`src/ccb_pkg.sv`:
```
// Constants and types shared by the challenge-count blinker block
// Assumes a single 20 MHz clock and an active-low asynchronous reset

package ccb_pkg;

   // =========================================================
   // Clock and timing
   // =========================================================
   // System clock rate in hertz
   localparam int unsigned CLK_HZ         = 32'h0131_2D00;
   // Cycles per millisecond
   localparam int unsigned CYC_PER_MS     = CLK_HZ / 32'h0000_03E8;
   // Longest window for three counts, in milliseconds
   localparam int unsigned WINDOW_TIME_MS = 32'h0000_2EE0;
   // Blinker flash length, in milliseconds
   localparam int unsigned FLASH_TIME_MS  = 32'h0000_03E8;
   // Window length in cycles, rounded down
   localparam int unsigned WINDOW_CYCLES  = WINDOW_TIME_MS * CYC_PER_MS;
   // Flash length in cycles, rounded down
   localparam int unsigned FLASH_CYCLES   = FLASH_TIME_MS * CYC_PER_MS;

   // =========================================================
   // Blink counter states and clearout causes
   // =========================================================
   // Four states of the scale-of-three counter
   typedef enum logic [1:0] {
      CCB_ST_1,
      CCB_ST_2,
      CCB_ST_3,
      CCB_ST_4
   } ccb_count_t;

   // Source of the most recent clearout
   typedef enum logic [1:0] {
      CCB_CAUSE_NONE,
      CCB_CAUSE_TX,
      CCB_CAUSE_FLASH,
      CCB_CAUSE_WINDOW
   } ccb_cause_t;

   // =========================================================
   // Values after reset
   // =========================================================
   localparam ccb_count_t RST_COUNT    = CCB_ST_1;
   localparam ccb_cause_t RST_CAUSE    = CCB_CAUSE_NONE;
   localparam logic       RST_WINDOW   = 1'h0;
   localparam logic       RST_LIGHT    = 1'h0;
   localparam logic       RST_CLEAROUT = 1'h0;
   localparam logic       RST_FIRE     = 1'h0;

endpackage

```
`src/ccb_cycle_timer.sv`:
```
// Cycle-counting delay timer used for the window and flash delays
// Assumes run and discharge come from logic on the same clock

`timescale 1ns/100ps

module ccb_cycle_timer #(
   parameter int unsigned TERM = 10            // Cycles of run before firing
) (
   input  wire logic clk,                      // System clock
   input  wire logic rst_b,                    // Asynchronous reset, active low
   input  wire logic run,                      // Accumulate while high
   input  wire logic discharge,                // Clear accumulated delay
   output logic      fire                      // One-cycle expiry pulse
);

   localparam int unsigned W = (TERM < 2) ? 2 : $clog2(TERM + 1);

   // =========================================================
   // State
   // =========================================================
   typedef struct packed {
      logic [W-1:0] count;
      logic         fire;
   } ccb_tmr_state_t;

   ccb_tmr_state_t st_r;
   ccb_tmr_state_t st_nxt;

   // Accumulate, fire once at terminal count, then hold
   always_comb begin
      st_nxt      = st_r;
      st_nxt.fire = ccb_pkg::RST_FIRE;
      if (discharge) begin
         st_nxt.count = '0;
      end else if (run && (st_r.count < W'(TERM))) begin
         st_nxt.count = st_r.count + W'(1);
         if (st_r.count == W'(TERM - 1)) begin
            st_nxt.fire = 1'h1;
         end
      end
   end

   // State register
   always_ff @(posedge clk or negedge rst_b) begin
      if (!rst_b) begin
         st_r.count <= '0;
         st_r.fire  <= ccb_pkg::RST_FIRE;
      end else begin
         st_r <= st_nxt;
      end
   end

   assign fire = st_r.fire;

endmodule

```
`src/ccb_blinker.sv`:
```
// Standby blinker controller: counts correct received challenges
// Assumes all inputs come from recognizer and keying logic on clk

`timescale 1ns/100ps

module ccb_blinker #(
   parameter int unsigned WINDOW_CYCLES = ccb_pkg::WINDOW_CYCLES, // Window length
   parameter int unsigned FLASH_CYCLES  = ccb_pkg::FLASH_CYCLES   // Flash length
) (
   input  wire logic       clk,                       // System clock, 20 MHz
   input  wire logic       rst_b,                     // Asynchronous reset, active low
   input  wire logic       standby,                   // Unit on standby, level
   input  wire logic       correct_challenge_trigger, // Correct challenge received, pulse
   input  wire logic       challenge_keying_delay,    // Own challenge transmitted, pulse
   output logic            blinker_light,             // Blinker light drive, level
   output logic            window_switch,             // Window switch state, level
   output logic [1:0]      blink_state,               // Counter state, 0 means state 1
   output logic            flash_running,             // Flash timer powered, level
   output logic            clearout_pulse,            // Clearout pulse, one cycle
   output logic [1:0]      clearout_cause             // Source of last clearout
);

   // =========================================================
   // State of the block
   // =========================================================
   typedef struct packed {
      ccb_pkg::ccb_count_t count;     // Blink counter stages
      logic                window;    // Window switch
      logic                light;     // Blinker drivers enabled
      logic                flash_on;  // Flash timer powered
      logic                clearout;  // Clearout driver pulse
      ccb_pkg::ccb_cause_t cause;     // Last clearout source
   } ccb_state_t;

   ccb_state_t st_r;
   ccb_state_t st_nxt;

   // =========================================================
   // Internal nets
   // =========================================================
   logic flash_fire;        // Flash timer expiry
   logic window_fire;       // Window timer expiry
   logic flash_power;       // Flash timer supply
   logic flash_discharge;   // Flash timer reset
   logic window_run;        // Window timer supply
   logic window_discharge;  // Window timer reset
   logic flash_expired;     // Flash expiry while still lit
   logic window_expired;    // Window expiry while switch set
   logic clear_req;         // Any clearout source
   logic count_evt;         // Counted correct challenge

   // =========================================================
   // Helper functions
   // =========================================================
   // Next counter state for one correct challenge
   function automatic ccb_pkg::ccb_count_t next_count(input ccb_pkg::ccb_count_t cur);
      ccb_pkg::ccb_count_t res;
      res = cur;
      unique case (cur)
         ccb_pkg::CCB_ST_1: res = ccb_pkg::CCB_ST_2;
         ccb_pkg::CCB_ST_2: res = ccb_pkg::CCB_ST_3;
         ccb_pkg::CCB_ST_3: res = ccb_pkg::CCB_ST_4;
         ccb_pkg::CCB_ST_4: res = ccb_pkg::CCB_ST_4;
      endcase
      return res;
   endfunction

   // True when a counter state sits in the final, lit state
   function automatic logic is_final(input ccb_pkg::ccb_count_t cur);
      return (cur == ccb_pkg::CCB_ST_4);
   endfunction

   // =========================================================
   // Timer supplies
   // =========================================================
   // Flash timer powered only in state 4, from the lit edge
   assign flash_power      = is_final(st_r.count);
   assign flash_discharge  = !is_final(st_r.count);
   // Window timer runs while the switch is set
   assign window_run       = st_r.window;
   // Delay discharged only once the switch has been cleared
   assign window_discharge = !st_r.window;

   // =========================================================
   // Delay timers
   // =========================================================
   // Slow window timer
   ccb_cycle_timer #(
      .TERM      (WINDOW_CYCLES)
   ) u_slow_window_timer (
      .clk       (clk),
      .rst_b     (rst_b),
      .run       (window_run),
      .discharge (window_discharge),
      .fire      (window_fire)
   );

   // Flash timer
   ccb_cycle_timer #(
      .TERM      (FLASH_CYCLES)
   ) u_flash_timer (
      .clk       (clk),
      .rst_b     (rst_b),
      .run       (flash_power),
      .discharge (flash_discharge),
      .fire      (flash_fire)
   );

   // =========================================================
   // Clearout sources
   // =========================================================
   // Any of the three sources fires the clearout driver
   // A fire registered on the edge of another clearout is stale; mask it
   assign flash_expired  = flash_fire & flash_power;
   assign window_expired = window_fire & window_run;
   assign clear_req = challenge_keying_delay | flash_expired | window_expired;
   // Correct challenges count only on standby
   assign count_evt = standby & correct_challenge_trigger;

   // =========================================================
   // Next state
   // =========================================================
   // Counter, window switch, light and clearout driver
   always_comb begin
      st_nxt          = st_r;
      st_nxt.clearout = ccb_pkg::RST_CLEAROUT;
      if (clear_req) begin
         // One pulse resets both stages and the switch at once
         st_nxt.clearout = 1'h1;
         st_nxt.count    = ccb_pkg::CCB_ST_1;
         st_nxt.window   = ccb_pkg::RST_WINDOW;
         st_nxt.light    = ccb_pkg::RST_LIGHT;
         st_nxt.flash_on = 1'h0;
         // Own transmission has the highest priority
         if (challenge_keying_delay) begin
            st_nxt.cause = ccb_pkg::CCB_CAUSE_TX;
         end else if (flash_expired) begin
            st_nxt.cause = ccb_pkg::CCB_CAUSE_FLASH;
         end else begin
            st_nxt.cause = ccb_pkg::CCB_CAUSE_WINDOW;
         end
      end else if (count_evt && !is_final(st_r.count)) begin
         st_nxt.count  = next_count(st_r.count);
         // Switch trips once on any advance and then holds
         st_nxt.window = 1'h1;
         // Third transition lights the blinker and powers the flash timer
         if (st_r.count == ccb_pkg::CCB_ST_3) begin
            st_nxt.light    = 1'h1;
            st_nxt.flash_on = 1'h1;
         end
      end
   end

   // =========================================================
   // State register
   // =========================================================
   always_ff @(posedge clk or negedge rst_b) begin
      if (!rst_b) begin
         st_r.count    <= ccb_pkg::RST_COUNT;
         st_r.window   <= ccb_pkg::RST_WINDOW;
         st_r.light    <= ccb_pkg::RST_LIGHT;
         st_r.flash_on <= ccb_pkg::RST_LIGHT;
         st_r.clearout <= ccb_pkg::RST_CLEAROUT;
         st_r.cause    <= ccb_pkg::RST_CAUSE;
      end else begin
         st_r <= st_nxt;
      end
   end

   // =========================================================
   // Outputs, all straight from the state register
   // =========================================================
   assign blinker_light  = st_r.light;
   assign window_switch  = st_r.window;
   assign blink_state    = st_r.count;
   assign flash_running  = st_r.flash_on;
   assign clearout_pulse = st_r.clearout;
   assign clearout_cause = st_r.cause;

endmodule

```
`config.mk`:
```
export PLATFORM = sky130hd
export DESIGN_NAME = ccb_blinker
export DESIGN_NICKNAME = d
export VERILOG_FILES = /design/src/ccb_pkg.sv /design/src/ccb_cycle_timer.sv /design/src/ccb_blinker.sv
export SDC_FILE = /design/constraint.sdc
export NUM_CORES = 1
export LEC_CHECK = 0
export BUFFER_PORTS_ARGS = -buffer_cell sky130_fd_sc_hd__buf_2
export CAP_MARGIN = 10
export CORE_ASPECT_RATIO = 1.2
export CORE_UTILIZATION = 45
export CTS_CLUSTER_DIAMETER = 150
export DETAILED_ROUTE_END_ITERATION = 10
export REMOVE_ABC_BUFFERS = 1
export SLEW_MARGIN = 25
export SYNTH_ARGS = -nofsm -noshare
export SYNTH_HDL_FRONTEND = slang
export SYNTH_SLANG_ARGS = --single-unit
```
`constraint.sdc`:
```
create_clock -name clk -period 1.9 [get_ports clk]
set_input_delay 0.285 -clock clk [delete_from_list [all_inputs] [get_ports clk]]
set_output_delay 0.285 -clock clk [all_outputs]
set_load 0.01 [all_outputs]
```
[Word level (Yosys, flattened, before mapping)]
Cells that the tools add are included.
Storage, ports and cells
  register bits after elaboration: 63
  bits in latches: 0
  bits in writable memories: 0
  bits in read-only memories: 0
  input bits: 5
  output and inout bits: 8
  logic and storage cells: 50
  memories: 0
Cells by class
  add/subtract/negate cells: 2
  multiply operators: 0
  divide/modulo/power cells: 0
  $lt $le $gt $ge: 2
  equality and inequality tests: 7
  shifts and indexed selects: 0
  muxes and demuxes: 15
  bitwise logic cells: 5
  reductions and logical operators: 9
Operators by type and width (number)
  $mux W29: 1
  $add A28 B1 Y28 const B: 1
  $eq A28 B28 Y1 const B: 1
  $lt A28 B28 Y1 const B: 1
  $mux W28: 1
  $mux W26: 1
  $add A25 B1 Y25 const B: 1
  $eq A25 B25 Y1 const B: 1
  $lt A25 B25 Y1 const B: 1
  $mux W25: 1
  $mux W5: 2
  $pmux W2 S3: 1
  $mux W1: 5
  $eq A2 B2 Y1 const B: 2
  $mux W2: 2
  $ne A2 B1 Y1 const B: 2
  $reduce_bool A2 Y1: 2
  $and A1 B1 Y1: 3
  $logic_and A1 B1 Y1: 3
  $mux W3: 1
  $eq A2 B1 Y1 const B: 1
  $logic_not A2 Y1: 1
  $or A1 B1 Y1: 2
  $reduce_and A2 Y1: 1
  2 further kinds: 2

[Longest topological paths before layout]
  depth in word-level cells: 6
  gate-level depth with buffers: 7
  gate-level depth less buffers: 5

[Hierarchy]
From an unflattened synthesis, not the netlist that was laid out.
Second synthesis, totals
  cell total of the unflattened synthesis: 381
  area total of the unflattened synthesis: 3498.4 um^2
Modules (own cells, without submodules)
  ccb_cycle_timer (u_slow_window_timer): times used 1, cells each 180, area each 1622.8 um^2, sequential area each 725.7 um^2
  ccb_cycle_timer (u_flash_timer): times used 1, cells each 173, area each 1569.0 um^2, sequential area each 650.6 um^2
  ccb_blinker: times used 1, cells each 28, area each 306.5 um^2, sequential area each 175.2 um^2

[Least setup slack after synthesis]
Ideal clock, no wire load.
  path type: register to register
  start: register u_flash_timer.st_r[24] (netlist bit)
  end: register u_flash_timer.st_r[16] (netlist bit)
  setup time: 0.120 ns
  data arrival time: 1.948 ns
  required time: 1.780 ns
  setup slack: -0.168 ns
  stages on the path, launching flop included: 7
  buffers on the path: 1
  clock period less this slack: 2.068 ns
  cell sequence: dfrtp_1 or4_4 o211a_4 a211oi_4 buf_6 a21oi_1 a31o_1
On the way
  longest elaborated chain between the ends: 3
Ends and longest elaborated chain
  start, declared: RTL line ccb_cycle_timer.sv:26  | ccb_tmr_state_t st_r;
  start signal, assigned: RTL line ccb_cycle_timer.sv:49  | st_r <= st_nxt;
  $lt A25 B25 Y1: RTL line ccb_cycle_timer.sv:35  | end else if (run && (st_r.count < W'(TERM))) begin
  $logic_and A1 B1 Y1: RTL line ccb_cycle_timer.sv:35
  $ne A2 B1 Y1 (no source line)
Every way passes these cells.
A chain may end at the register's enable or synchronous reset.

[Worst setup path in the final report]
  start: register u_slow_window_timer.st_r[22] (netlist bit)
  end: register u_slow_window_timer.st_r[16] (netlist bit)
On the way
  longest elaborated chain between the ends: 3
Ends and longest elaborated chain (RTL line)
  start, declared: ccb_cycle_timer.sv:26
  start signal, assigned: ccb_cycle_timer.sv:49
  $lt A28 B28 Y1: ccb_cycle_timer.sv:35
  $logic_and A1 B1 Y1: ccb_cycle_timer.sv:35
  $ne A2 B1 Y1 (no source line)
Every way passes these cells.

==> results.py <==
metrics = {
    "run_status": {
        "outcome": "complete, but fails checks",
        "violations": "negative setup slack",
    },
    "clock_network": {
        "cts_tree": "done",
        "cts.sinks": 62,
        "cts_buffer_depth": 2,
        "root_buffer": "clkbuf_8",
        "h-tree-depth": 3,
        "insertion_delay_ns": 0.34,
        "cts_buffers": 9,
        "clkTransAtPathRegs_ns": 0.08,
    },
    "timing": {
        "setup-tns-final_ns": -3.24,
        "post-route-period-util_pct": 109,
        "relSlewSlack_pct": 66.9,
        "layout_min_cycle_time_ns": 2.08,
        "finalMaxSlewViolations": 0,
        "setup-violations-final": 40,
        "rsz0062_at_grt": "true",
        "fin_skew_ns": 0.00823,
        "timing.fmax_mhz": 482,
        "hold_viol": 0,
        "layout_setup_ws_ns": -0.175,
        "worst_slew_pin_slew_ns": 0.493,
    },
    "finish": {
        "fin_nets": 452,
        "area_growth_pct": 33.7,
        "stdcell_area_sq_um": 4520,
        "fillers": 596,
        "fin_cells": 540,
        "drive_above_1_share_pct": 32.7,
        "fin_util_pct": 62.1,
        "diodes": 0,
    },
    "hold_path": {
        "min_from": "challenge_keying_delay",
        "holdPathStages": 2,
        "hp-class": "input port to flop",
        "min_to": "clearout_cause[1]",
    },
    "global_routing": {
        "grt_max_degree": 47,
        "antenna_found_initial": 0,
        "grt-ovfl-total": 0,
        "grt_use_total_pct": 23.4,
        "first_global_vias": 3158,
        "grt_pass1_wl_um": 14200,
    },
    "drt": {
        "wl_per_cell_um": 15.2,
        "route.vias.total": 3103,
        "routed_via_density": 5.75,
        "wirelength_um": 8210,
        "ant_nets": 0,
        "drc": 0,
        "first_pass_iters": 5,
        "drtIter0Drc": 140,
    },
    "synth": {
        "synth_xor_area_share_pct": 2.85,
        "synth_top_family_by_area": "simple AND/OR/NAND/NOR gates",
        "yosysSeqAreaShare_pct": 45.9,
        "synthMuxAreaShare_pct": 1.78,
        "synth_compound_area_share_pct": 20.3,
        "yosysWarnings": 0,
        "ys_top_cells_by_area": "dfrtp_1, a21oi_1, nor2_1, nand2_1, nand3_1",
        "synth_seq_cells": 62,
        "yosys.area.top_type": "dfrtp_1",
        "synth_edf_count": 0,
        "yosys.area_share.simple_pct": 25.4,
        "synth_top_cell_area_share_pct": 45.9,
        "synthFlopType": "dfrtp_1",
        "synth_area_sq_um": 3380,
        "async_reset_ff_share_pct": 100,
        "ys_types": 49,
        "syn_avg_cell_area_sq_um": 9.29,
        "synth-adder-area-share_pct": 0.740,
        "syn-instance-count": 364,
    },
    "run": {
        "maxCapViolCount": 0,
    },
    "setup_path": {
        "cp.required_ns": 2.18,
        "crit_chain": "or4_4 -> buf_6 -> o211ai_1 -> nand3_2 -> or3_4 -> a21oi_2",
        "cp-start-kind": "flop",
        "worstReg2RegEnd": "u_slow_window_timer.st_r[16]",
        "regToRegSetupSlack_ns": -0.18,
        "crit_fanout": 5,
        "max_stage_delay_ns": 0.56,
        "slowest_stage": "or4_4",
        "arrival_ns": 2.35,
        "r2r_cells": 6,
        "end_kind": "flop",
        "worstSetupStartpoint": "u_slow_window_timer.st_r[22]",
        "setup.worst_path.class": "flop to flop",
        "rr_startpoint": "u_slow_window_timer.st_r[22]",
    },
    "place": {
        "dp.cells": 514,
        "place_congestion": 0.841,
        "io_buffers": 12,
        "dp_hpwl_um": 5560,
        "dpl-instance-area_sq_um": 3990,
        "dp_slack_ns": -0.253,
    },
    "floorplanning": {
        "die_area_sq_um": 7870,
        "die_h_um": 97.0,
        "die_x_um": 81.1,
        "num_rows": 34,
        "fp.coreArea_sq_um": 7270,
        "start_util_pct": 46.5,
        "io_pins": 13,
    },
    "power_and_ir_drop": {
        "leakage_nw": 1.96,
        "power_density_nw_per_um2": 604,
        "peakVddDrop_mv": 0.465,
    },
}
## worst max-delay path, delay by kind of cell, from the launching register on
| family | cells | cell delay [ns] |
|---|---|---|
| AOI/OAI and AO/OA | 2 | 0.37 |
| buffers and inverters | 1 | 0.14 |
| DFF | 1 | 0.38 |
| and+or+nand+nor | 3 | 1.12 |
## what timing repair did
action / 4_1_cts / 5_1_grt
gates resized for setup: 30 / 15
hold endpoints to repair: 16 / 0
buffers inserted: 5 / 4
hold buffers: 1 / 0
pin swaps: 27 / 16
endpoints found under the setup margin: 44 / 50
## metal layers
layer	up-vias	share of wire, %	routed length (um)	global-route usage [%]
li1	1534	-	-	-
met1	1511	42	3470	27.1
met2	36	53	4340	40.7
met3	22	1.6	133	3.96
met4	0	3.3	270	11.5
met5	-	0	0	0
## worst max path at each step
stage                                   endpoint  slack, ns  depth (start not counted)
finish              u_slow_window_timer.st_r[16]      -0.18                          6
detailed placement  u_slow_window_timer.st_r[19]      -0.25                          5
global route        u_slow_window_timer.st_r[16]      -0.25                          6
CTS                 u_slow_window_timer.st_r[16]      -0.17                          6
global placement    u_slow_window_timer.st_r[19]      -0.27                          5
floorplan           u_slow_window_timer.st_r[15]      -0.27                          4
## flip-flops by register name (all words and copies together), names as in the netlist
| name | cells |
|---|---|
| blink_state | 2 |
| blinker_light | 1 |
| clearout_cause | 2 |
| clearout_pulse | 1 |
| u_flash_timer.fire | 1 |
| u_flash_timer.st_r | 25 |
| u_slow_window_timer.fire | 1 |
| u_slow_window_timer.st_r | 28 |
| window_switch | 1 |
## stage by stage
step | hold WS (ns) | power, mW
2_1_floorplan | -0.0106 | 1.39
3_3_place_gp | 0.243 | 1.45
3_5_place_dp | 0.254 | 1.45
4_1_cts | 0.114 | 2.76
5_1_grt | 0.114 | 2.83
6_report | 0.123 | 2.73
## cells in the mapped netlist, types with 2 or more instances
library cell	number
dfrtp_1	62
nor2_1	39
a21oi_1	32
nand2_1	32
nand3_1	21
nand4_1	14
or3_1	13
clkbuf_1	12
o21ai_0	12
and3_1	11
a31oi_1	9
nor4_1	9
or4_1	8
xnor2_1	8
a41o_1	7
a31o_2	6
inv_1	6
mux2i_1	6
o31ai_1	6
nor3_1	5
and4_1	4
a211oi_1	3
nand2b_1	3
xor2_1	3
a2111oi_2	2
a211oi_4	2
a31o_1	2
and2_1	2
buf_1	2
ha_1	2
o211ai_1	2
o21a_1	2
## cells in the final DEF, fill, tap and decap left out, types with 6 or more instances in the layout
cell       n
inv_1      6
a31oi_1    9
and3_1    11
dfrtp_1   62
nand4_1   14
clkbuf_8   9
a41o_1     7
mux2i_1    6
nand2_1   32
xnor2_1    7
buf_2     12
nand3_1   19
o21ai_0   10
a21oi_1   22
a21oi_2   10
or3_1     11
o31ai_1    6
buf_4     62
nor2_1    39
buf_6      9
## final cells by class
| class | instances | area (sq um) | share of cell area, % |
|---|---|---|---|
| multi-input cells | 278 | 1910 | 42.3 |
| flip-flops and latches | 62 | 1550 | 34.3 |
| repair buffers | 87 | 697 | 15.4 |
| clock buffers | 9 | 124 | 2.74 |
| well taps | 90 | 113 | 2.49 |
| clock inverters | 7 | 98.8 | 2.19 |
| inverters | 7 | 26.3 | 0.581 |
## cells by family (layout without fill, tap and decap cells)
kind of cell    Yosys count  count (layout)
fa+ha+maj                 2               2
simple gates            166             166
buf+inv                  24             110
flops                    62              62
xor+xnor                 11              11
compound gates           93              93
mux                       6               6
## report_power, final
part           switching, mW  internal (mW)  leakage, nW  total (mW)
Clock                  0.564          0.742        0.109        1.31
Sequential           0.00947           1.33        0.856        1.34
Combinational         0.0603         0.0259        0.998      0.0862
Power figures use the tool's default switching activity.
